--- config.mk ---
export PLATFORM = sky130hd
export DESIGN_NAME = csf_core
export DESIGN_NICKNAME = d
export VERILOG_FILES = /design/src/inc/csf_pkg.sv /design/src/hdl/csf_alu.sv /design/src/hdl/csf_core.sv
export VERILOG_INCLUDE_DIRS = /design/src /design/src/inc
export SDC_FILE = /design/constraint.sdc
export NUM_CORES = 1
export LEC_CHECK = 0
export ABC_AREA = 1
export BUFFER_PORTS_ARGS = -buffer_cell sky130_fd_sc_hd__buf_2
export CORE_ASPECT_RATIO = 1.4
export CORE_MARGIN = 3
export CORE_UTILIZATION = 62
export CTS_CLUSTER_DIAMETER = 200
export DETAILED_ROUTE_END_ITERATION = 6
export PLACE_DENSITY = 0.83
export SLEW_MARGIN = 30
export SYNTH_ARGS = -nofsm -noshare
export SYNTH_HDL_FRONTEND = slang
export SYNTH_SLANG_ARGS = --single-unit
--- constraint.sdc ---
create_clock -name clk -period 13.2 [get_ports clk]
set_clock_uncertainty 0.2 [all_clocks]
set_input_delay 1.32 -clock clk [delete_from_list [all_inputs] [get_ports clk]]
set_output_delay 1.32 -clock clk [all_outputs]
set_load 0.05 [all_outputs]
--- src/inc/csf_defs.svh ---
// Constants of the status-flag datapath: flag positions, reset values
// and the stack page.  Included by the design and the bench files.
`ifndef CSF_DEFS_SVH
`define CSF_DEFS_SVH

`define CSF_FLAG_C 0
`define CSF_FLAG_Z 1
`define CSF_FLAG_I 2
`define CSF_FLAG_D 3
`define CSF_FLAG_B 4
`define CSF_FLAG_T 5
`define CSF_FLAG_V 6
`define CSF_FLAG_N 7

`define CSF_I_RESET     1'b1
`define CSF_ACC_RESET   8'h00
`define CSF_SP_RESET    8'hFF
`define CSF_STACK_PAGE  8'h01
`define CSF_DEC_LIMIT   5'h09
`define CSF_DEC_ADJUST  5'h06
`define CSF_DEC_MAX     9'h063

`endif

--- src/inc/csf_pkg.sv ---
// Types shared by the status-flag datapath and its arithmetic unit.
// Assumes nothing of its surroundings.
package csf_pkg;

  typedef enum logic [4:0] {
    add_with_carry_op       = 5'b00000,
    subtract_with_borrow_op = 5'b00001,
    and_op                  = 5'b00010,
    exclusive_or_op         = 5'b00011,
    inclusive_or_op         = 5'b00100,
    bit_set_op              = 5'b00101,
    bit_clear_op            = 5'b00110,
    shift_left_op           = 5'b00111,
    shift_right_op          = 5'b01000,
    rotate_left_op          = 5'b01001,
    rotate_right_op         = 5'b01010,
    nibble_rotate_op        = 5'b01011,
    increment_op            = 5'b01100,
    decrement_op            = 5'b01101,
    ones_complement_op      = 5'b01110,
    multiply_op             = 5'b01111,
    divide_op               = 5'b10000,
    push_status_op          = 5'b10001,
    pull_status_op          = 5'b10010,
    jump_op                 = 5'b10011,
    flag_set_op             = 5'b10100,
    flag_clear_op           = 5'b10101,
    load_acc_op             = 5'b10110,
    load_stack_op           = 5'b10111
  } csf_op_type;

  typedef struct packed {
    csf_op_type  op;
    logic [15:0] addr;
    logic [7:0]  data;
    logic [2:0]  bit_sel;
  } csf_cmd_type;

  typedef struct packed {
    logic        rd;
    logic        wr;
    logic [15:0] addr;
    logic [7:0]  wdata;
  } csf_mem_req_type;

  typedef struct packed {
    logic [7:0] res;
    logic       n;
    logic       v;
    logic       z;
    logic       c;
    logic       upd_nz;
    logic       upd_v;
    logic       upd_c;
  } csf_alu_out_type;

  typedef enum logic [1:0] {
    st_idle  = 2'b00,
    st_addr  = 2'b01,
    st_data  = 2'b10,
    st_write = 2'b11
  } csf_state_type;

endpackage

--- src/hdl/csf_alu.sv ---
// Combinational arithmetic and logic unit of the status-flag datapath.
// Assumes operands are stable for the cycle in which the result is used.
`timescale 1ns/10ps
`include "csf_defs.svh"
module csf_alu (
  // Operation and operands
  input  csf_pkg::csf_op_type      op,
  input  logic [7:0]               a,
  input  logic [7:0]               b,
  input  logic                     c_in,
  input  logic                     dec_mode,
  input  logic [2:0]               bit_sel,
  // Result and flags
  output csf_pkg::csf_alu_out_type result
);
  import csf_pkg::*;

  function automatic logic [8:0] bcd_add(input logic [7:0] x,
                                         input logic [7:0] y,
                                         input logic       ci);
    logic [4:0] lo;
    logic [4:0] hi;
    logic       lc;
    logic       hc;
    lo = {1'b0, x[3:0]} + {1'b0, y[3:0]} + {4'h0, ci};
    lc = lo > `CSF_DEC_LIMIT;
    if (lc) begin
      lo = lo + `CSF_DEC_ADJUST;
    end
    hi = {1'b0, x[7:4]} + {1'b0, y[7:4]} + {4'h0, lc};
    hc = hi > `CSF_DEC_LIMIT;
    if (hc) begin
      hi = hi + `CSF_DEC_ADJUST;
    end
    return {hc, hi[3:0], lo[3:0]};
  endfunction

  // Carry in clear means a borrow is pending; carry out clear is a borrow.
  function automatic logic [8:0] bcd_sub(input logic [7:0] x,
                                         input logic [7:0] y,
                                         input logic       ci);
    logic [4:0] lo;
    logic [4:0] hi;
    lo = {1'b0, x[3:0]} - {1'b0, y[3:0]} - {4'h0, ~ci};
    hi = {1'b0, x[7:4]} - {1'b0, y[7:4]} - {4'h0, lo[4]};
    if (lo[4]) begin
      lo = lo - `CSF_DEC_ADJUST;
    end
    if (hi[4]) begin
      hi = hi - `CSF_DEC_ADJUST;
    end
    return {~hi[4], hi[3:0], lo[3:0]};
  endfunction

  function automatic csf_alu_out_type calc(input csf_op_type op_i,
                                           input logic [7:0] x,
                                           input logic [7:0] y,
                                           input logic       ci,
                                           input logic       dec,
                                           input logic [2:0] bs);
    csf_alu_out_type o;
    logic [8:0]      s;
    logic [7:0]      m;
    o = '0;
    s = '0;
    m = 8'h01 << bs;
    o.res = x;
    unique case (op_i)
      add_with_carry_op: begin
        s = dec ? bcd_add(x, y, ci)
                : {1'b0, x} + {1'b0, y} + {8'h00, ci};
        o.v = (x[7] == y[7]) && (s[7] != x[7]);
      end
      subtract_with_borrow_op: begin
        s = dec ? bcd_sub(x, y, ci)
                : {1'b0, x} + {1'b0, ~y} + {8'h00, ci};
        o.v = (x[7] != y[7]) && (s[7] != x[7]);
      end
      and_op:             o.res = x & y;
      exclusive_or_op:    o.res = x ^ y;
      inclusive_or_op:    o.res = x | y;
      bit_set_op:         o.res = x | m;
      bit_clear_op:       o.res = x & ~m;
      shift_left_op:      s = {x, 1'b0};
      shift_right_op:     s = {x[0], 1'b0, x[7:1]};
      rotate_left_op:     s = {x, ci};
      rotate_right_op:    s = {x[0], ci, x[7:1]};
      nibble_rotate_op:   o.res = {x[3:0], x[7:4]};
      increment_op:       o.res = x + 8'h01;
      decrement_op:       o.res = x - 8'h01;
      ones_complement_op: o.res = ~x;
      default:            o.res = x;
    endcase
    if (op_i inside {add_with_carry_op, subtract_with_borrow_op,
                     shift_left_op, shift_right_op, rotate_left_op,
                     rotate_right_op}) begin
      o.res   = s[7:0];
      o.c     = s[8];
      o.upd_c = 1'b1;
    end
    // Decimal N, V and Z come from the adjusted byte and mean nothing.
    o.upd_v  = op_i inside {add_with_carry_op, subtract_with_borrow_op};
    o.upd_nz = !(op_i inside {bit_set_op, bit_clear_op, nibble_rotate_op});
    o.n      = o.res[7];
    o.z      = (o.res == 8'h00);
    return o;
  endfunction

  assign result = calc(op, a, b, c_in, dec_mode, bit_sel);

endmodule

--- src/hdl/csf_core.sv ---
// Status-flag datapath of the 8-bit core: status byte, accumulator,
// stack pointer, read-modify-write sequencing and indirect jump pointer.
// Assumes a synchronous memory: data is valid the cycle after rd.
`timescale 1ns/10ps
`include "csf_defs.svh"
module csf_core #(
  parameter logic [7:0] STACK_PAGE = `CSF_STACK_PAGE
) (
  // Clock and reset
  input  wire logic                      clk,
  input  wire logic                      rst,
  // Decoded instruction command
  input  wire logic                      cmd_valid,
  input  csf_pkg::csf_cmd_type           cmd,
  output logic                           cmd_ready,
  output logic                           done,
  // Data memory and special function register bus
  output csf_pkg::csf_mem_req_type       mem,
  input  wire logic [7:0]                mem_rdata,
  // Architectural state
  output logic [7:0]                     processor_status_register,
  output logic [7:0]                     acc,
  output logic [7:0]                     sp,
  // Program counter load from indirect jump
  output logic                           pc_load,
  output logic [15:0]                    pc_target
);
  import csf_pkg::*;

  csf_state_type   state;
  csf_state_type   next_state;
  csf_cmd_type     cur;
  csf_cmd_type     next_cur;
  logic            rmw;
  logic            next_rmw;
  logic            hi_phase;
  logic            next_hi_phase;
  logic [7:0]      ptr_lo;
  logic [7:0]      next_ptr_lo;
  logic [7:0]      status;
  logic [7:0]      next_status;
  logic [7:0]      next_acc;
  logic [7:0]      next_sp;
  csf_mem_req_type next_mem;
  logic            next_done;
  logic            next_pc_load;
  logic [15:0]     next_pc_target;
  csf_alu_out_type alu_out;

  function automatic logic is_arith(input csf_op_type op);
    return op inside {add_with_carry_op, subtract_with_borrow_op, and_op,
                      exclusive_or_op, inclusive_or_op};
  endfunction

  function automatic logic [7:0] apply_flags(input logic [7:0]      st,
                                             input csf_alu_out_type o);
    logic [7:0] r;
    r = st;
    if (o.upd_nz) begin
      r[`CSF_FLAG_N] = o.n;
      r[`CSF_FLAG_Z] = o.z;
    end
    if (o.upd_v) begin
      r[`CSF_FLAG_V] = o.v;
    end
    if (o.upd_c) begin
      r[`CSF_FLAG_C] = o.c;
    end
    return r;
  endfunction

  wire        accept     = cmd_valid && cmd_ready;
  wire        t_mode     = status[`CSF_FLAG_T];
  wire        cmd_rmw    = (cmd.op inside {[bit_set_op:ones_complement_op]})
                           || (is_arith(cmd.op) && t_mode);
  wire [15:0] stack_addr = {STACK_PAGE, sp};
  wire [7:0]  sp_up      = sp + 8'h01;
  wire [15:0] pull_addr  = {STACK_PAGE, sp_up};
  wire [15:0] product    = acc * cmd.data;
  wire        div_zero   = (cmd.data == 8'h00);
  wire [7:0]  quotient   = div_zero ? 8'hFF : acc / cmd.data;
  wire [7:0]  remainder  = div_zero ? acc : acc % cmd.data;
  wire [7:0]  flag_mask  = 8'h01 << cmd.bit_sel;
  wire        in_idle    = (state == st_idle);
  // In idle the accumulator is the operand; later the memory byte is.
  wire [7:0]  alu_a      = in_idle ? acc : mem_rdata;
  wire [7:0]  pull_wdata = (cmd.op == push_status_op) ? status
                         : (cmd.op == multiply_op) ? product[15:8]
                         : remainder;

  assign cmd_ready                 = in_idle;
  assign processor_status_register = status;

  csf_alu u_alu (
    .op       (in_idle ? cmd.op : cur.op),
    .a        (alu_a),
    .b        (in_idle ? cmd.data : cur.data),
    .c_in     (status[`CSF_FLAG_C]),
    .dec_mode (status[`CSF_FLAG_D]),
    .bit_sel  (in_idle ? cmd.bit_sel : cur.bit_sel),
    .result   (alu_out)
  );

  always_comb begin
    next_state     = state;
    next_cur       = cur;
    next_rmw       = rmw;
    next_hi_phase  = hi_phase;
    next_ptr_lo    = ptr_lo;
    next_status    = status;
    next_acc       = acc;
    next_sp        = sp;
    next_mem       = mem;
    next_mem.rd    = 1'b0;
    next_mem.wr    = 1'b0;
    next_done      = 1'b0;
    next_pc_load   = 1'b0;
    next_pc_target = pc_target;
    unique case (state)
      st_idle: begin
        if (accept) begin
          next_cur      = cmd;
          next_rmw      = cmd_rmw;
          next_hi_phase = 1'b0;
          if (cmd_rmw || cmd.op == jump_op) begin
            next_mem.rd   = 1'b1;
            next_mem.addr = cmd.addr;
            next_state    = st_addr;
          end else if (cmd.op == pull_status_op) begin
            next_mem.rd   = 1'b1;
            next_mem.addr = pull_addr;
            next_sp       = sp_up;
            next_state    = st_addr;
          end else if (cmd.op inside {push_status_op, multiply_op,
                                      divide_op}) begin
            // Status is left alone by multiply and divide.
            next_mem.wr    = 1'b1;
            next_mem.addr  = stack_addr;
            next_mem.wdata = pull_wdata;
            next_sp        = sp - 8'h01;
            if (cmd.op == multiply_op) begin
              next_acc = product[7:0];
            end else if (cmd.op == divide_op) begin
              next_acc = quotient;
            end
            next_state = st_write;
          end else begin
            next_done = 1'b1;
            if (is_arith(cmd.op)) begin
              next_acc    = alu_out.res;
              next_status = apply_flags(status, alu_out);
            end else if (cmd.op == load_acc_op) begin
              next_acc = cmd.data;
            end else if (cmd.op == load_stack_op) begin
              next_sp = cmd.data;
            end else if (cmd.op == flag_set_op) begin
              next_status = status | flag_mask;
            end else if (cmd.op == flag_clear_op) begin
              next_status = status & ~flag_mask;
            end
          end
        end
      end
      st_addr: begin
        next_state = st_data;
      end
      st_data: begin
        if (cur.op == jump_op && !hi_phase) begin
          next_ptr_lo   = mem_rdata;
          next_hi_phase = 1'b1;
          next_mem.rd   = 1'b1;
          next_mem.addr = {mem.addr[15:8], mem.addr[7:0] + 8'h01};
          next_state    = st_addr;
        end else if (cur.op == jump_op) begin
          next_pc_target = {mem_rdata, ptr_lo};
          next_pc_load   = 1'b1;
          next_done      = 1'b1;
          next_state     = st_idle;
        end else if (cur.op == pull_status_op) begin
          next_status = mem_rdata;
          next_done   = 1'b1;
          next_state  = st_idle;
        end else begin
          // Whatever the read returned is modified and written back.
          next_mem.wr    = 1'b1;
          next_mem.wdata = alu_out.res;
          next_status    = apply_flags(status, alu_out);
          next_state     = st_write;
        end
      end
      st_write: begin
        next_done  = 1'b1;
        next_state = st_idle;
      end
    endcase
  end

  // Only interrupt disable has a reset value; other flags hold.
  always_ff @(posedge clk) begin
    if (rst) begin
      status[`CSF_FLAG_I] <= `CSF_I_RESET;
    end else begin
      status <= next_status;
    end
  end

  always_ff @(posedge clk) begin
    if (rst) begin
      state     <= st_idle;
      acc       <= `CSF_ACC_RESET;
      sp        <= `CSF_SP_RESET;
      mem       <= '0;
      done      <= 1'b0;
      pc_load   <= 1'b0;
      pc_target <= 16'h0000;
      hi_phase  <= 1'b0;
      rmw       <= 1'b0;
    end else begin
      state     <= next_state;
      acc       <= next_acc;
      sp        <= next_sp;
      mem       <= next_mem;
      done      <= next_done;
      pc_load   <= next_pc_load;
      pc_target <= next_pc_target;
      hi_phase  <= next_hi_phase;
      rmw       <= next_rmw;
    end
  end

  always_ff @(posedge clk) begin
    cur    <= next_cur;
    ptr_lo <= next_ptr_lo;
  end

  function automatic logic [8:0] bcd_value(input logic [7:0] x);
    return 9'(x[7:4]) * 9'h00A + 9'(x[3:0]);
  endfunction

  wire dec_add = accept && cmd.op == add_with_carry_op && !t_mode
                 && status[`CSF_FLAG_D] && acc[7:4] < 4'hA
                 && acc[3:0] < 4'hA && cmd.data[7:4] < 4'hA
                 && cmd.data[3:0] < 4'hA;
  wire [8:0] dec_sum = bcd_value(acc) + bcd_value(cmd.data)
                       + 9'(status[`CSF_FLAG_C]);
endmodule

==> flow_summary.yaml <==
placed_design:
  placed_cell_area_mm2: 0.0128
  post-place-cells: 2149
  hpwlAfterDp_mm: 31.7
  port_buffers: 111
  gp_congestion: 1.01
grt:
  grt.overflow.total: 0
  grt_pass1_wl_mm: 64.1
  grt_max_degree: 57
  grtUsageTotal: 0.369
  grt_antenna_before_repair: 1
  grt_pass1_vias: 12500
timing:
  fin_tns_setup_ns: 0
  rsz0062_at_grt: "false"
  setup_violations: 0
  slew-limit-headroom: 0.419
  hold_slack_ns: 0.260
  fmax_mhz: 83.7
  worst-slew-pin-transition_ns: 0.869
  period_needed_ns: 11.95
  post-route-period-util: 0.905
  finalHoldViolCount: 0
  drv_slew: 0
route:
  routed_wl_mm: 40.4
  drcViolationCount: 0
  antenna_left: 0
  num_vias: 13100
  drt_first_pass_iters: 5
  vias_per_cell: 6.03
  wl_per_cell_um: 18.7
  drtIter0Drc: 1360
power_and_ir_drop:
  leakage_nw: 6.76
  ir_worst_vdd_uv: 65.2
  power.density_mw_per_mm2: 121
finish:
  syn2layout_area_growth_pct: 7.79
  post-route-util: 0.692
  nets: 2122
  fillCellCount: 1759
  multi_input_area_mm2: 0.00851
  layout_commonest_cell: "nand2_1"
  final_cell_mix: "nand2_1, inv_1, a21oi_1, nand3_1"
  drive_gt1_frac: 0.109
  layout.area.seq_mm2: 0.00221
  layoutNonFillerInstCount: 2166
  design_area_mm2: 0.0131
critical_path:
  endpoint_kind: "register"
  path_max_fanout: 14
  worstSetupPathType: "in2reg"
  cp_common_cell: "nand2_1"
  worstSetupStartpointType: "primary input"
  timing.rr.start: "acc[7]"
  startpoint: "cmd[3]"
  cpMaxStageDelayCell: "ha_1"
  slowest_delay_ns: 0.36
  worstPathRequired_ns: 13.28
  arrival_ns: 12.03
yosys:
  ys_ff_latch: 95
  async_flop_share: 0
  avgSynthCellArea_um2: 6.58
  synth.top_cell.area_share: 0.139
  syn-num-nets: 2048
  synth_area_leaders: "nand2_1, ha_1, dfxtp_1, inv_1, fa_1"
  synth_edf_count: 31
  synth.distinct_cells: 57
  ys_warn_count: 0
  synth_top_flop_cell: "dfxtp_1"
  synth_area_leader_cell: "nand2_1"
  synth-seq-area-share: 0.182
  synth_area_mm2: 0.0121
  syn_inst: 1842
cts:
  clkSinkCount: 95
  postCtsHoldBufs: 0
  clock_latency_ns: 0.35
  clk_pin_slew_ns: 0.07
  cts_tree: "built"
  cts_buffer_depth: 2
  cts_htree_levels: 3
  cts_made_buffers: 9
  cts-root-buf: "clkbuf_16"
hold_path:
  hold_start: "pc_target[2]"
  hp-class: "reg2reg"
floorplanning:
  ios: 112
  die-area_mm2: 0.0213
  start_util: 0.642
  die_y_um: 171
  die_width_um: 124
  std_cell_rows: 59
  coreArea_mm2: 0.0189
run_status:
  status: "finished clean"
flow_run:
  maxCapViolCount: 0
## per-layer routing
metal	wire [µm]	track usage
met1	14700	0.438
met2	19500	0.636
met3	3390	0.0482
met4	2790	0.232
met5	0	0
## kinds of logic after synthesis
logic type,share of synthesized area
flops,0.182
buf+inv,0.116
xor+xnor,0.0296
compound gates,0.196
fa+ha+maj,0.197
simple gates,0.278
## final timing paths
path,to,slack (ns),cells past startpoint
worst min register to register,pc_target[2],0.26,2
worst min-delay path,pc_target[2],0.26,2
worst max register to register,mem[4],2.31,71
worst max-delay path,mem[4],1.25,72
## stage by stage
| step | setup slack [ns] | power [mW] |
|---|---|---|
| after global routing | 0.0269 | 1.71 |
| after detailed placement | 1.05 | 1.29 |
| after floorplan | 2.70 | 1.06 |
| after global placement | 1.49 | 1.27 |
| final | 1.25 | 1.58 |
| after CTS | 1.39 | 1.56 |
## critical path: cells and delay by family
family,cells,cell delay [ns]
compound gates,18,2.76
xor+xnor,1,0.16
fa+ha+maj,8,2.48
buf+inv,9,1.41
simple gates,36,3.90
## sequential cells by signal, summed over array words and instances, names as in the netlist, named ones only
name and flops:
mem 26, cur 16, ptr_lo 8, pc_target 16
sp 8, pc_load 1, state 2, hi_phase 1
processor_status_register 4, acc 8, done 1
## synthesized netlist by cell type, types with 9 or more instances
| cell type | count |
|---|---|
| or2_2 | 14 |
| fa_1 | 47 |
| inv_1 | 277 |
| inv_2 | 11 |
| o211ai_1 | 30 |
| o21ai_1 | 23 |
| a31oi_1 | 9 |
| dfxtp_1 | 64 |
| nand4_1 | 10 |
| o21ai_0 | 102 |
| nor3_1 | 24 |
| o221ai_1 | 11 |
| xor2_1 | 33 |
| nand2_1 | 448 |
| clkbuf_1 | 40 |
| o22ai_1 | 17 |
| a21oi_1 | 155 |
| o21ai_2 | 17 |
| nand3_1 | 129 |
| ha_1 | 116 |
| nor2_1 | 117 |
| edfxtp_1 | 31 |
## where the power goes
| group | internal (mW) | switching, mW |
|---|---|---|
| Combinational | 0.302 | 0.677 |
| Clock | 0.135 | 0.133 |
| Sequential | 0.319 | 0.0155 |
| Total | 0.756 | 0.825 |
## final cells by class
class	instances	area share
multi-input cells	1395	0.651
flip-flops and latches	95	0.169
diodes	1	0.000191
repair buffers	122	0.0486
inverters	293	0.0845
clock inverters	7	0.00574
clock buffers	9	0.0172
well taps	244	0.0234
## repair_timing
| item | in CTS | in global routing |
|---|---|---|
| buffers inserted | 0 | 0 |
| setup endpoints to repair | 0 | 1 |
| resized for setup | 0 | 1 |
Power figures use the tool's default switching activity.
